===== config.mk =====
export PLATFORM = sky130hd
export DESIGN_NAME = dma_ctrl
export DESIGN_NICKNAME = d
export VERILOG_FILES = /design/src/dma_ctrl.v
export VERILOG_INCLUDE_DIRS = /design/src
export SDC_FILE = /design/constraint.sdc
export NUM_CORES = 1
export LEC_CHECK = 0
export ABC_AREA = 1
export BUFFER_PORTS_ARGS = -buffer_cell sky130_fd_sc_hd__buf_4
export CORE_MARGIN = 10
export CORE_UTILIZATION = 25
export DETAILED_ROUTE_END_ITERATION = 12
export GPL_ROUTABILITY_DRIVEN = 1
export PLACE_DENSITY = 0.39
export SLEW_MARGIN = 10
export SYNTH_ARGS = -nofsm -noshare
export SYNTH_HDL_FRONTEND = slang
export SYNTH_SLANG_ARGS = --single-unit

===== constraint.sdc =====
create_clock -name mclk -period 6.5 [get_ports mclk]
set_clock_uncertainty 0.1 [all_clocks]
set_input_delay 0.325 -clock mclk [delete_from_list [all_inputs] [get_ports mclk]]
set_output_delay 0.325 -clock mclk [all_outputs]
set_load 0.05 [all_outputs]

===== src/dma_ctrl_defines.vh =====
// register indices, control word fields and timing counts for the dual channel dma block
`ifndef DMA_CTRL_DEFINES_VH
`define DMA_CTRL_DEFINES_VH

// register indices; byte address on the bus is four times the index
`define IDX_CH0_SRC_LO   8'hc0
`define IDX_CH0_SRC_HI   8'hc2
`define IDX_CH0_DST_LO   8'hc4
`define IDX_CH0_DST_HI   8'hc6
`define IDX_CH0_COUNT    8'hc8
`define IDX_CH0_CTRL     8'hca
`define IDX_CH1_SRC_LO   8'hd0
`define IDX_CH1_SRC_HI   8'hd2
`define IDX_CH1_DST_LO   8'hd4
`define IDX_CH1_DST_HI   8'hd6
`define IDX_CH1_COUNT    8'hd8
`define IDX_CH1_CTRL     8'hda
`define IDX_CH_STRIDE    8'h10

// register select codes within one channel
`define SEL_SRC_LO       3'h0
`define SEL_SRC_HI       3'h1
`define SEL_DST_LO       3'h2
`define SEL_DST_HI       3'h3
`define SEL_COUNT        3'h4
`define SEL_CTRL         3'h5

// control word fields
`define CW_DST_MEM       15
`define CW_DST_DOWN      14
`define CW_DST_UP        13
`define CW_SRC_MEM       12
`define CW_SRC_DOWN      11
`define CW_SRC_UP        10
`define CW_STOP_AT_ZERO  9
`define CW_IRQ_EN        8
`define CW_PACE_HI       7
`define CW_PACE_LO       6
`define CW_PRIORITY      5
`define CW_TIMER_REQ_EN  4
`define CW_RUN_MASK      2
`define CW_RUN           1
`define CW_WORD          0
`define CW_STORED_MASK   16'hfff3
`define CW_RESET         16'h0000

// pacing select encodings
`define PACE_FREE        2'h0
`define PACE_SRC         2'h1
`define PACE_DST         2'h2
`define PACE_UNUSED      2'h3

// idle clocks after a destination paced transfer
`define DST_GAP_CLOCKS   2'h2

// axi answers
`define RESP_OKAY        2'h0
`define RESP_SLVERR      2'h2

`endif


===== src/dma_ctrl.v =====
// dual channel dma controller with axi4-lite register slave and local bus master
//
// The implementer's own choice: the AXI4-Lite register port.
`timescale 1ns/1ps
`include "dma_ctrl_defines.vh"

// Operation
// - two independent channels, any space to any space
// - byte or word moves, 20-bit pointers
// - fetch cycle then store cycle, eight clocks minimum
// - six 16-bit registers per channel
// - counter sets transfers, up to 64K
// - register writes act at once on channel
// - control writes affect the transfer under way
// - bit 15 selects destination memory or io
// - destination steps down or up by size
// - bit 12 source space, source steps by size
// - both step flags set keeps pointer fixed
// - stop at zero clears run bit on zero
// - interrupt request at terminal count when enabled; code raises it only with stop at zero set or free pacing
// - pacing select: free, source, destination, unused
// - priority bit ranks channels on simultaneous requests
// - bit 0 selects word unless narrow bus
// - run bit written only with mask bit set
// - equal priority channels alternate transfer cycles
// - timer request enable admits third timer requests
// - reset stops channels and aborts transfers
module dma_ctrl (
  // clock and reset
  input  wire        mclk,
  input  wire        srst,
  // axi4-lite write address
  input  wire [31:0] s_axi_awaddr,
  input  wire        s_axi_awvalid,
  output wire        s_axi_awready,
  // axi4-lite write data
  input  wire [31:0] s_axi_wdata,
  input  wire [3:0]  s_axi_wstrb,
  input  wire        s_axi_wvalid,
  output wire        s_axi_wready,
  // axi4-lite write response
  output reg  [1:0]  s_axi_bresp,
  output reg         s_axi_bvalid,
  input  wire        s_axi_bready,
  // axi4-lite read address
  input  wire [31:0] s_axi_araddr,
  input  wire        s_axi_arvalid,
  output wire        s_axi_arready,
  // axi4-lite read data
  output reg  [31:0] s_axi_rdata,
  output reg  [1:0]  s_axi_rresp,
  output reg         s_axi_rvalid,
  input  wire        s_axi_rready,
  // transfer requests and strap
  input  wire [1:0]  transferRequest,
  input  wire        timerRequest,
  input  wire        narrowBus,
  // local bus master
  output reg         busActive,
  output reg  [19:0] busAddr,
  output reg         busIsMem,
  output reg         busWord,
  output reg         busRdStrobe,
  output reg         busWrStrobe,
  output reg  [15:0] busWdata,
  input  wire [15:0] busRdata,
  input  wire        busReady,
  // interrupt requests to the processor
  output reg  [1:0]  irqReq
);

  localparam [3:0] ST_IDLE = 4'h0;
  localparam [3:0] ST_F1   = 4'h1;
  localparam [3:0] ST_F2   = 4'h2;
  localparam [3:0] ST_F3   = 4'h3;
  localparam [3:0] ST_F4   = 4'h4;
  localparam [3:0] ST_S1   = 4'h5;
  localparam [3:0] ST_S2   = 4'h6;
  localparam [3:0] ST_S3   = 4'h7;
  localparam [3:0] ST_S4   = 4'h8;
  localparam [3:0] ST_GAP  = 4'h9;

  // per channel storage, indexed by channel number
  reg  [19:0] src_r [0:1];
  reg  [19:0] dst_r [0:1];
  reg  [15:0] cnt_r [0:1];
  reg  [15:0] ctl_r [0:1];

  reg  [3:0]  state_r;
  reg  [3:0]  state_nxt;
  reg         cur_r;
  reg         last_r;
  reg  [1:0]  gap_r;
  reg  [15:0] data_r;
  reg         awHave_r;
  reg         wHave_r;
  reg  [31:0] awAddr_r;
  reg  [31:0] wData_r;
  reg  [3:0]  wStrb_r;

  // returns {hit, channel, select}
  function [4:0] regDecode;
    input [31:0] a;
    integer ch;
    integer k;
    begin
      regDecode = 5'h00;
      for (ch = 0; ch < 2; ch = ch + 1) begin
        for (k = 0; k < 6; k = k + 1) begin
          if (a[31:10] == 22'h000000 && a[1:0] == 2'h0 &&
              a[9:2] == `IDX_CH0_SRC_LO + ch[7:0] * `IDX_CH_STRIDE + 8'h02 * k[7:0]) begin
            regDecode = {1'b1, ch[0], k[2:0]};
          end
        end
      end
    end
  endfunction

  // pointer stepping: both flags or none leave it alone
  function [19:0] stepPtr;
    input [19:0] p;
    input        up;
    input        down;
    input        word;
    reg   [19:0] inc;
    begin
      inc = word ? 20'h00002 : 20'h00001;
      if (up && !down) begin
        stepPtr = p + inc;
      end else if (down && !up) begin
        stepPtr = p - inc;
      end else begin
        stepPtr = p;
      end
    end
  endfunction

  // byte lane merge for 16-bit halves
  function [15:0] laneMerge;
    input [15:0] old;
    input [15:0] nw;
    input [1:0]  strb;
    begin
      laneMerge = {strb[1] ? nw[15:8] : old[15:8], strb[0] ? nw[7:0] : old[7:0]};
    end
  endfunction

  // channel wants a transfer now
  function chanReady;
    input [15:0] ctl;
    input        transfer_request;
    input        tmr;
    reg   [1:0]  pace;
    reg          req;
    begin
      pace = ctl[`CW_PACE_HI:`CW_PACE_LO];
      req  = transfer_request | (tmr & ctl[`CW_TIMER_REQ_EN]);
      chanReady = ctl[`CW_RUN] &&
                  (pace == `PACE_FREE || ((pace == `PACE_SRC || pace == `PACE_DST) && req));
    end
  endfunction

  wire [4:0]  wDec = regDecode(awAddr_r);
  wire [4:0]  rDec = regDecode(s_axi_araddr);
  wire        regWr = awHave_r && wHave_r && !s_axi_bvalid;
  wire        wCh   = wDec[3];
  wire        rCh   = rDec[3];

  wire        rdy0  = chanReady(ctl_r[0], transferRequest[0], timerRequest);
  wire        rdy1  = chanReady(ctl_r[1], transferRequest[1], timerRequest);
  wire        pri0  = ctl_r[0][`CW_PRIORITY];
  wire        pri1  = ctl_r[1][`CW_PRIORITY];

  // pick channel 1 when channel 0 is not ready, when it outranks, or when it is its turn
  wire        pick1 = rdy1 && (!rdy0 || (pri1 && !pri0) ||
                               (pri1 == pri0 && !last_r));

  // live control word of the running channel: a mid transfer write changes this transfer
  wire [15:0] curCtl  = ctl_r[cur_r];
  wire        curWord = curCtl[`CW_WORD] & ~narrowBus;
  wire [15:0] cntDec  = cnt_r[cur_r] - 16'h0001;
  wire        curFree = curCtl[`CW_PACE_HI:`CW_PACE_LO] == `PACE_FREE;
  wire        endXfer = state_r == ST_S4;
  wire        hwStop  = endXfer && cntDec == 16'h0000 &&
                        (curCtl[`CW_STOP_AT_ZERO] || curFree);

  assign s_axi_awready = !awHave_r && !s_axi_bvalid;
  assign s_axi_wready  = !wHave_r && !s_axi_bvalid;
  assign s_axi_arready = !s_axi_rvalid;

  // write channel capture; address and data may arrive in either order
  always @(posedge mclk) begin
    if (srst) begin
      awHave_r     <= 1'b0;
      wHave_r      <= 1'b0;
      awAddr_r     <= 32'h00000000;
      wData_r      <= 32'h00000000;
      wStrb_r      <= 4'h0;
      s_axi_bvalid <= 1'b0;
      s_axi_bresp  <= `RESP_OKAY;
    end else begin
      if (s_axi_awvalid && s_axi_awready) begin
        awHave_r <= 1'b1;
        awAddr_r <= s_axi_awaddr;
      end
      if (s_axi_wvalid && s_axi_wready) begin
        wHave_r <= 1'b1;
        wData_r <= s_axi_wdata;
        wStrb_r <= s_axi_wstrb;
      end
      if (regWr) begin
        awHave_r     <= 1'b0;
        wHave_r      <= 1'b0;
        s_axi_bvalid <= 1'b1;
        s_axi_bresp  <= wDec[4] ? `RESP_OKAY : `RESP_SLVERR;
      end else if (s_axi_bvalid && s_axi_bready) begin
        s_axi_bvalid <= 1'b0;
      end
    end
  end

  // read channel; registers are 16 bits wide, upper half reads zero
  always @(posedge mclk) begin
    if (srst) begin
      s_axi_rvalid <= 1'b0;
      s_axi_rdata  <= 32'h00000000;
      s_axi_rresp  <= `RESP_OKAY;
    end else if (s_axi_arvalid && s_axi_arready) begin
      s_axi_rvalid <= 1'b1;
      s_axi_rresp  <= rDec[4] ? `RESP_OKAY : `RESP_SLVERR;
      case (rDec[2:0])
        `SEL_SRC_LO: s_axi_rdata <= {16'h0000, src_r[rCh][15:0]};
        `SEL_SRC_HI: s_axi_rdata <= {28'h0000000, src_r[rCh][19:16]};
        `SEL_DST_LO: s_axi_rdata <= {16'h0000, dst_r[rCh][15:0]};
        `SEL_DST_HI: s_axi_rdata <= {28'h0000000, dst_r[rCh][19:16]};
        `SEL_COUNT:  s_axi_rdata <= {16'h0000, cnt_r[rCh]};
        `SEL_CTRL:   s_axi_rdata <= {16'h0000, ctl_r[rCh] & `CW_STORED_MASK};
        default:     s_axi_rdata <= 32'h00000000;
      endcase
      if (!rDec[4]) begin
        s_axi_rdata <= 32'h00000000;
      end
    end else if (s_axi_rvalid && s_axi_rready) begin
      s_axi_rvalid <= 1'b0;
    end
  end

  // channel registers: hardware steps at the end of a store, a software write
  // in the same cycle wins since it is the newer intent
  always @(posedge mclk) begin : chanRegs
    integer ch;
    reg     runNew;
    runNew = 1'b0;
    if (srst) begin
      for (ch = 0; ch < 2; ch = ch + 1) begin
        src_r[ch] <= 20'h00000;
        dst_r[ch] <= 20'h00000;
        cnt_r[ch] <= 16'h0000;
        ctl_r[ch] <= `CW_RESET;
      end
    end else begin
      if (endXfer) begin
        src_r[cur_r] <= stepPtr(src_r[cur_r], curCtl[`CW_SRC_UP],
                                curCtl[`CW_SRC_DOWN], curWord);
        dst_r[cur_r] <= stepPtr(dst_r[cur_r], curCtl[`CW_DST_UP],
                                curCtl[`CW_DST_DOWN], curWord);
        cnt_r[cur_r] <= cntDec;
        if (hwStop) begin
          ctl_r[cur_r][`CW_RUN] <= 1'b0;
        end
      end
      if (regWr && wDec[4]) begin
        case (wDec[2:0])
          `SEL_SRC_LO: src_r[wCh][15:0]  <= laneMerge(src_r[wCh][15:0], wData_r[15:0],
                                                      wStrb_r[1:0]);
          `SEL_SRC_HI: if (wStrb_r[0]) src_r[wCh][19:16] <= wData_r[3:0];
          `SEL_DST_LO: dst_r[wCh][15:0]  <= laneMerge(dst_r[wCh][15:0], wData_r[15:0],
                                                      wStrb_r[1:0]);
          `SEL_DST_HI: if (wStrb_r[0]) dst_r[wCh][19:16] <= wData_r[3:0];
          `SEL_COUNT:  cnt_r[wCh] <= laneMerge(cnt_r[wCh], wData_r[15:0], wStrb_r[1:0]);
          `SEL_CTRL: begin
            if (wStrb_r[0] && wData_r[`CW_RUN_MASK]) begin
              runNew = wData_r[`CW_RUN];
            end else begin
              runNew = ctl_r[wCh][`CW_RUN] & ~(hwStop && cur_r == wCh);
            end
            ctl_r[wCh] <= (laneMerge(ctl_r[wCh], wData_r[15:0], wStrb_r[1:0]) &
                           `CW_STORED_MASK & ~16'h0002) | {14'h0000, runNew, 1'b0};
          end
          default: ;
        endcase
      end
    end
  end

  // transfer sequencer: four clocks fetch, four clocks store, wait in third clock
  always @* begin
    state_nxt = state_r;
    case (state_r)
      ST_IDLE: begin
        if (rdy0 || rdy1) begin
          state_nxt = ST_F1;
        end
      end
      ST_F1: state_nxt = ST_F2;
      ST_F2: state_nxt = ST_F3;
      ST_F3: begin
        if (busReady) begin
          state_nxt = ST_F4;
        end
      end
      ST_F4: state_nxt = ST_S1;
      ST_S1: state_nxt = ST_S2;
      ST_S2: state_nxt = ST_S3;
      ST_S3: begin
        if (busReady) begin
          state_nxt = ST_S4;
        end
      end
      ST_S4: begin
        if (curCtl[`CW_PACE_HI:`CW_PACE_LO] == `PACE_DST) begin
          state_nxt = ST_GAP;
        end else begin
          state_nxt = ST_IDLE;
        end
      end
      ST_GAP: begin
        if (gap_r == 2'h1) begin
          state_nxt = ST_IDLE;
        end
      end
      default: state_nxt = ST_IDLE;
    endcase
  end

  always @(posedge mclk) begin
    if (srst) begin
      state_r <= ST_IDLE;
      cur_r   <= 1'b0;
      last_r  <= 1'b1;
      gap_r   <= 2'h0;
      data_r  <= 16'h0000;
      irqReq  <= 2'h0;
    end else begin
      state_r <= state_nxt;
      irqReq  <= 2'h0;
      if (state_r == ST_IDLE && (rdy0 || rdy1)) begin
        cur_r  <= pick1;
        last_r <= pick1;
      end
      if (state_r == ST_S4) begin
        gap_r <= `DST_GAP_CLOCKS; // the peripheral gets time to drop its request
      end else if (gap_r != 2'h0) begin
        gap_r <= gap_r - 2'h1;
      end
      // odd addresses fetch from the high lane of a wide bus
      if (state_r == ST_F3 && busReady) begin
        if (curWord) begin
          data_r <= busRdata;
        end else if (busAddr[0] && !narrowBus) begin
          data_r <= {busRdata[15:8], busRdata[15:8]};
        end else begin
          data_r <= {busRdata[7:0], busRdata[7:0]};
        end
      end
      if (hwStop && curCtl[`CW_IRQ_EN]) begin
        irqReq[cur_r] <= 1'b1;
      end
    end
  end

  // bus outputs; pointers and spaces are read live so software changes apply at once
  always @(posedge mclk) begin
    if (srst) begin
      busActive   <= 1'b0;
      busAddr     <= 20'h00000;
      busIsMem    <= 1'b0;
      busWord     <= 1'b0;
      busRdStrobe <= 1'b0;
      busWrStrobe <= 1'b0;
      busWdata    <= 16'h0000;
    end else begin
      busActive   <= (state_nxt >= ST_F1 && state_nxt <= ST_S4);
      busRdStrobe <= (state_nxt == ST_F2 || state_nxt == ST_F3);
      busWrStrobe <= (state_nxt == ST_S2 || state_nxt == ST_S3);
      if (state_nxt == ST_F1) begin
        busAddr  <= (state_r == ST_IDLE) ? src_r[pick1] : src_r[cur_r];
        busIsMem <= (state_r == ST_IDLE) ? ctl_r[pick1][`CW_SRC_MEM] : curCtl[`CW_SRC_MEM];
        busWord  <= (state_r == ST_IDLE) ? (ctl_r[pick1][`CW_WORD] & ~narrowBus) : curWord;
      end else if (state_nxt == ST_S1) begin
        busAddr  <= dst_r[cur_r];
        busIsMem <= curCtl[`CW_DST_MEM];
        busWord  <= curWord;
        busWdata <= data_r;
      end
    end
  end
endmodule


After elaboration in Yosys (flattened, before gate mapping)
Memories as Yosys holds them, arrays and structs flattened. A register that Yosys moved wholly into a read port is not among the register bits.
Index checks and enable logic that the tools add are counted.
Word-level totals
  flip-flop bits (word level): 157
  latch bits: 0
  memory bits (writable): 144
  memory bits (read-only): 0
  input port bits: 128
  output and inout bits: 84
  memories kept: 4
Memory list
  dst_r: words 2, width 20, read ports 2, clocked after memory_dff 1, wr ports 2, line dma_ctrl.v:85  | reg [19:0] dst_r [0:1];
  src_r: words 2, width 20, read ports 3, clocked after memory_dff 1, wr ports 2, line dma_ctrl.v:84  | reg [19:0] src_r [0:1];
  cnt_r: words 2, width 16, read ports 2, clocked after memory_dff 1, wr ports 2, line dma_ctrl.v:86  | reg [15:0] cnt_r [0:1];
  ctl_r: words 2, width 16, read ports 6, clocked after memory_dff 1, wr ports 2, line dma_ctrl.v:87  | reg [15:0] ctl_r [0:1];
Cells by class
  $add $sub $neg: 6
  multiply operators: 0
  divide/modulo/power cells: 0
  order comparisons: 4
  equal/unequal tests: 66
  shifts and indexed selects: 0
  mux-type cells: 140
  bitwise gates (word level): 27
  reductions and logical operators: 113
Operators by type and width (number)
  $mux W20: 15
  $eq A8 B8 Y1 const B: 24
  $mux W5: 24
  $mux W16: 6
  $pmux W16 S6: 1
  $reduce_or A20 Y1: 4
  $mux W1: 67
  $mux W8: 8
  $reduce_or A16 Y1: 4
  $logic_and A1 B1 Y1: 57
  $logic_not A22 Y1: 2
  $pmux W4 S10: 1
  $mux W32: 1
  $eq A4 B3 Y1 const B: 7
  $add A20 B2 Y20: 1
  $add A20 B20 Y20: 1
  $mux W4: 5
  $sub A20 B2 Y20: 1
  $sub A20 B20 Y20: 1
  $mux W2: 9
  $eq A4 B2 Y1 const B: 4
  $logic_not A16 Y1: 1
  $or A16 B2 Y16: 1
  $sub A16 B1 Y16 const B: 1
  other kinds (28): 110

Longest topological paths before layout
  word-level depth: 25
  gate-level depth with buffers: 24

Least setup slack after synthesis
Ideal clock, no wire load.
  kind: reg2reg
  start: reg with a tool-made name
  end: mem src_r[0][18], data pin
  setup time: 0.253 ns
  data arrival time: 3.425 ns
  data required time: 6.147 ns
  path slack: 2.722 ns
  stages on the path, launching flop included: 22
  period minus slack after synthesis: 3.778 ns
  path through: dfxtp_1 buf_6 buf_6 buf_6 buf_4 nand2_1 o21ai_0 nand2_1 clkbuf_1 ha_1 inv_1 fa_1 nor3_1 nand4_1 o21ai_1 nand2_1 nor2_1 nand2_1 xor2_1 nor2_1 nand2_1 nand2_1
RTL lines (line)
  to (decl): dma_ctrl.v:84

==> flow_metrics.env <==
export IMPL_place_gp_congestion=0.896
export IMPL_worst_slew_pin_transition_ps=1070
export IMPL_synth_top_cell_by_area="edfxtp_1"
export IMPL_cp_endpoint="src_r[0][18]$_DFFE_PP_"
export IMPL_final_common_cell="nand2_1"
export IMPL_fin_crit_ps=4190
export IMPL_start_util=0.253
export IMPL_syn_cell_area_um2=18500
export IMPL_boundaryPins=212
export IMPL_synthCells=2673
export IMPL_io_buffers=175
export IMPL_required_ps=6710
export IMPL_cts_resized=0
export IMPL_ys_ff_latch=280
export IMPL_drive_gt1_frac=0.117
export IMPL_path_clk_slew_ps=60
export IMPL_dp_final_hpwl_um=56800
export IMPL_worst_path_max_delay_cell="o21ai_0"
export IMPL_end_kind="flop"
export IMPL_cp_cell_sequence="inv_2, o21ai_0, nand2_1, inv_1, nor2_1, a21oi_2, nand2_1, nor2_1, nand2_1, xor2_1, nor2_1, nand2_1, nand2_1"
export IMPL_cts_tree="built"
export IMPL_drv_cap=0
export IMPL_grt_use_total=0.176
export IMPL_critical_path_depth=13
export IMPL_num_rows=99
export IMPL_grt_pass1_wl_um=115000
export IMPL_cts_root_buf="clkbuf_16"
export IMPL_hold_slack_ps=85.6
export IMPL_cts_sinks=280
export IMPL_finish_utilization=0.303
export IMPL_avgSynthCellArea_um2=6.93
export IMPL_ir_drop_v=0.000144
export IMPL_antenna_cells=0
export IMPL_placed_cells_incl_taps=3673
export IMPL_cp_common_cell="nand2_1"
export IMPL_ant_nets=0
export IMPL_setup_viol=0
export IMPL_h_tree_depth=2
export IMPL_layout_common_cells="nand2_1, inv_1, nor2_1"
export IMPL_slew_headroom=0.283
export IMPL_routed_wl_um=78200
export IMPL_avgViaCountPerCell=4.91
export IMPL_seq_area_frac_synth=0.378
export IMPL_via_count=18700
export IMPL_path_class="flop to flop"
export IMPL_instances_no_fill=3801
export IMPL_overflow=0
export IMPL_worst_path_max_fanout=32
export IMPL_status="finished, final reports clean"
export IMPL_cts_made_buffers=39
export IMPL_core_um2=73200
export IMPL_reg2reg_setup_slack_ps=2310
export IMPL_r2r_cells=13
export IMPL_holdCritPathClass="input pin to flop"
export IMPL_antenna_found_initial=0
export IMPL_cp_num_buf_inv=2
export IMPL_pre_cts_ws_ps=2420
export IMPL_fmax_ghz=0.239
export IMPL_slowest_delay_ps=680
export IMPL_drc=0
export IMPL_die_h_um=292
export IMPL_synth_warnings=0
export IMPL_cp_top_family="simple AND/OR/NAND/NOR gates"
export IMPL_drtPass1Iterations=6
export IMPL_synth_top_cell_area_share=0.227
export IMPL_cts_buffer_depth=3
export IMPL_synthFlopType="edfxtp_1"
export IMPL_ys_types=65
export IMPL_synthArstFlopShare=0
export IMPL_synth_edff_count=140
export IMPL_die_w_um=292
export IMPL_clock_latency_ps=560
export IMPL_nets=2959
export IMPL_wl_per_cell_um=20.6
export IMPL_leakage_nw=9.82
export IMPL_start_kind="flop"
export IMPL_hold_violations=0
export IMPL_fin_tns_setup_ps=0
export IMPL_layout_setup_ws_ps=2310
export IMPL_rsz0062_at_grt="no"
export IMPL_p_per_area_nw_per_um2=225
export IMPL_dieArea_um2=85400
export IMPL_grt_max_degree=67
export IMPL_crit_arrival_ps=4390
export IMPL_synth_area_top_cells="edfxtp_1, dfxtp_1, nand2_1"
export IMPL_timing_rr_end="src_r[0][18]$_DFFE_PP_"
export IMPL_slew_viol_final=0
export IMPL_drt_iter0_drc=1423
export IMPL_area_growth_synth_to_final_pct=19.9
export IMPL_grt_pass1_vias=17700
export IMPL_period_share=0.644
-- cell usage after synthesis (all sizes together), types with 4 or more instances --
cell      n
o21ai   227
clkinv    8
nand4   156
buf      92
nand3b    4
edfxtp  140
o31ai     6
inv     324
dfxtp   140
nor3     24
or2      13
nand3   234
xnor2     4
fa        4
o211ai   42
nor2    316
nor4      4
o21a      8
ha       13
a21oi   120
clkbuf   85
xor2     41
o221ai   10
nand2   623
a31oi    16
-- per-layer routing --
layer | wire, um | GRT usage | vias up
li1 | - | - | 9148
met1 | 34300 | 0.227 | 8767
met2 | 36900 | 0.298 | 652
met3 | 4830 | 0.0295 | 109
met4 | 2150 | 0.0510 | 0
met5 | 0 | 0 | -
-- power by group --
part	switching (mW)	internal (mW)
combinational	0.597	0.260
clock	0.848	1.22
sequential	0.122	1.94
total	1.57	3.42
-- cell families (layout without fill, tap and decap cells) --
group                      count (synthesis)  count (layout)  share of synthesized area
AOI/OAI and AO/OA                        443             443                      0.138
other                                      1              18                   0.000203
buffers and inverters                    509             661                      0.117
and+or+nand+nor                         1378            1378                      0.331
DFF                                      280             280                      0.378
xor gates and xnor gates                  45              45                     0.0217
adders and majority gates                 17              17                     0.0131
-- registers in the layout, summed over array words and instances (netlist names), 2 cells and up, named ones only --
signal,flops
dst_r,40
src_r,40
awAddr_r,32
cnt_r,32
ctl_r,28
busAddr,20
busWdata,16
data_r,16
s_axi_rdata,16
wData_r,16
state_r,4
gap_r,2
irqReq,2
wStrb_r,2
-- through the flow --
stage                     area (um^2)  total power, mW
after floorplan                 18600             2.60
after global placement          20400             2.93
after detailed placement        20400             2.93
after CTS                       22200             5.06
after global routing            22200             5.23
final                           22200             4.99
-- repair_timing --
item,CTS,global route
setup endpoints to repair,0,0
buffers inserted,0,0
hold buffers,59,0
hold endpoints to repair,59,0
-- worst min path at each step --
stage                                        from                        end  slack [ps]  cells after the start
after global routing                  busRdata[6]     data_r[6]$_SDFFE_PP0P_          90                      5
after CTS                             busRdata[6]     data_r[6]$_SDFFE_PP0P_          50                      5
after global placement      gap_r[0]$_SDFFE_PP0P_      gap_r[0]$_SDFFE_PP0P_         340                      1
after floorplan             gap_r[0]$_SDFFE_PP0P_      gap_r[0]$_SDFFE_PP0P_         320                      1
final                                 busRdata[7]     data_r[7]$_SDFFE_PP0P_          90                      5
after detailed placement  data_r[13]$_SDFFE_PP0P_  busWdata[13]$_SDFFE_PP0P_         340                      2
-- final cells by class --
type | instances | area (um^2)
Clock buffer | 55 | 1110
Clock inverter | 14 | 97.6
Fill cell | 7917 | 51000
Inverter | 332 | 1250
Multi-Input combinational cell | 1901 | 9440
Sequential cell | 280 | 7010
Tap cell | 959 | 1200
Timing Repair Buffer | 260 | 2100
-- worst register-to-register path: stages, from the launching register on --
cell and delay (ps):
dfxtp_4 580, inv_2 250, o21ai_0 680, nand2_1 540, inv_1 580, nor2_1 220, a21oi_2 190, nand2_1 70
nor2_1 200, nand2_1 100, xor2_1 220, nor2_1 80, nand2_1 70, nand2_1 50
No activity file was read; power rests on OpenSTA's default activity.
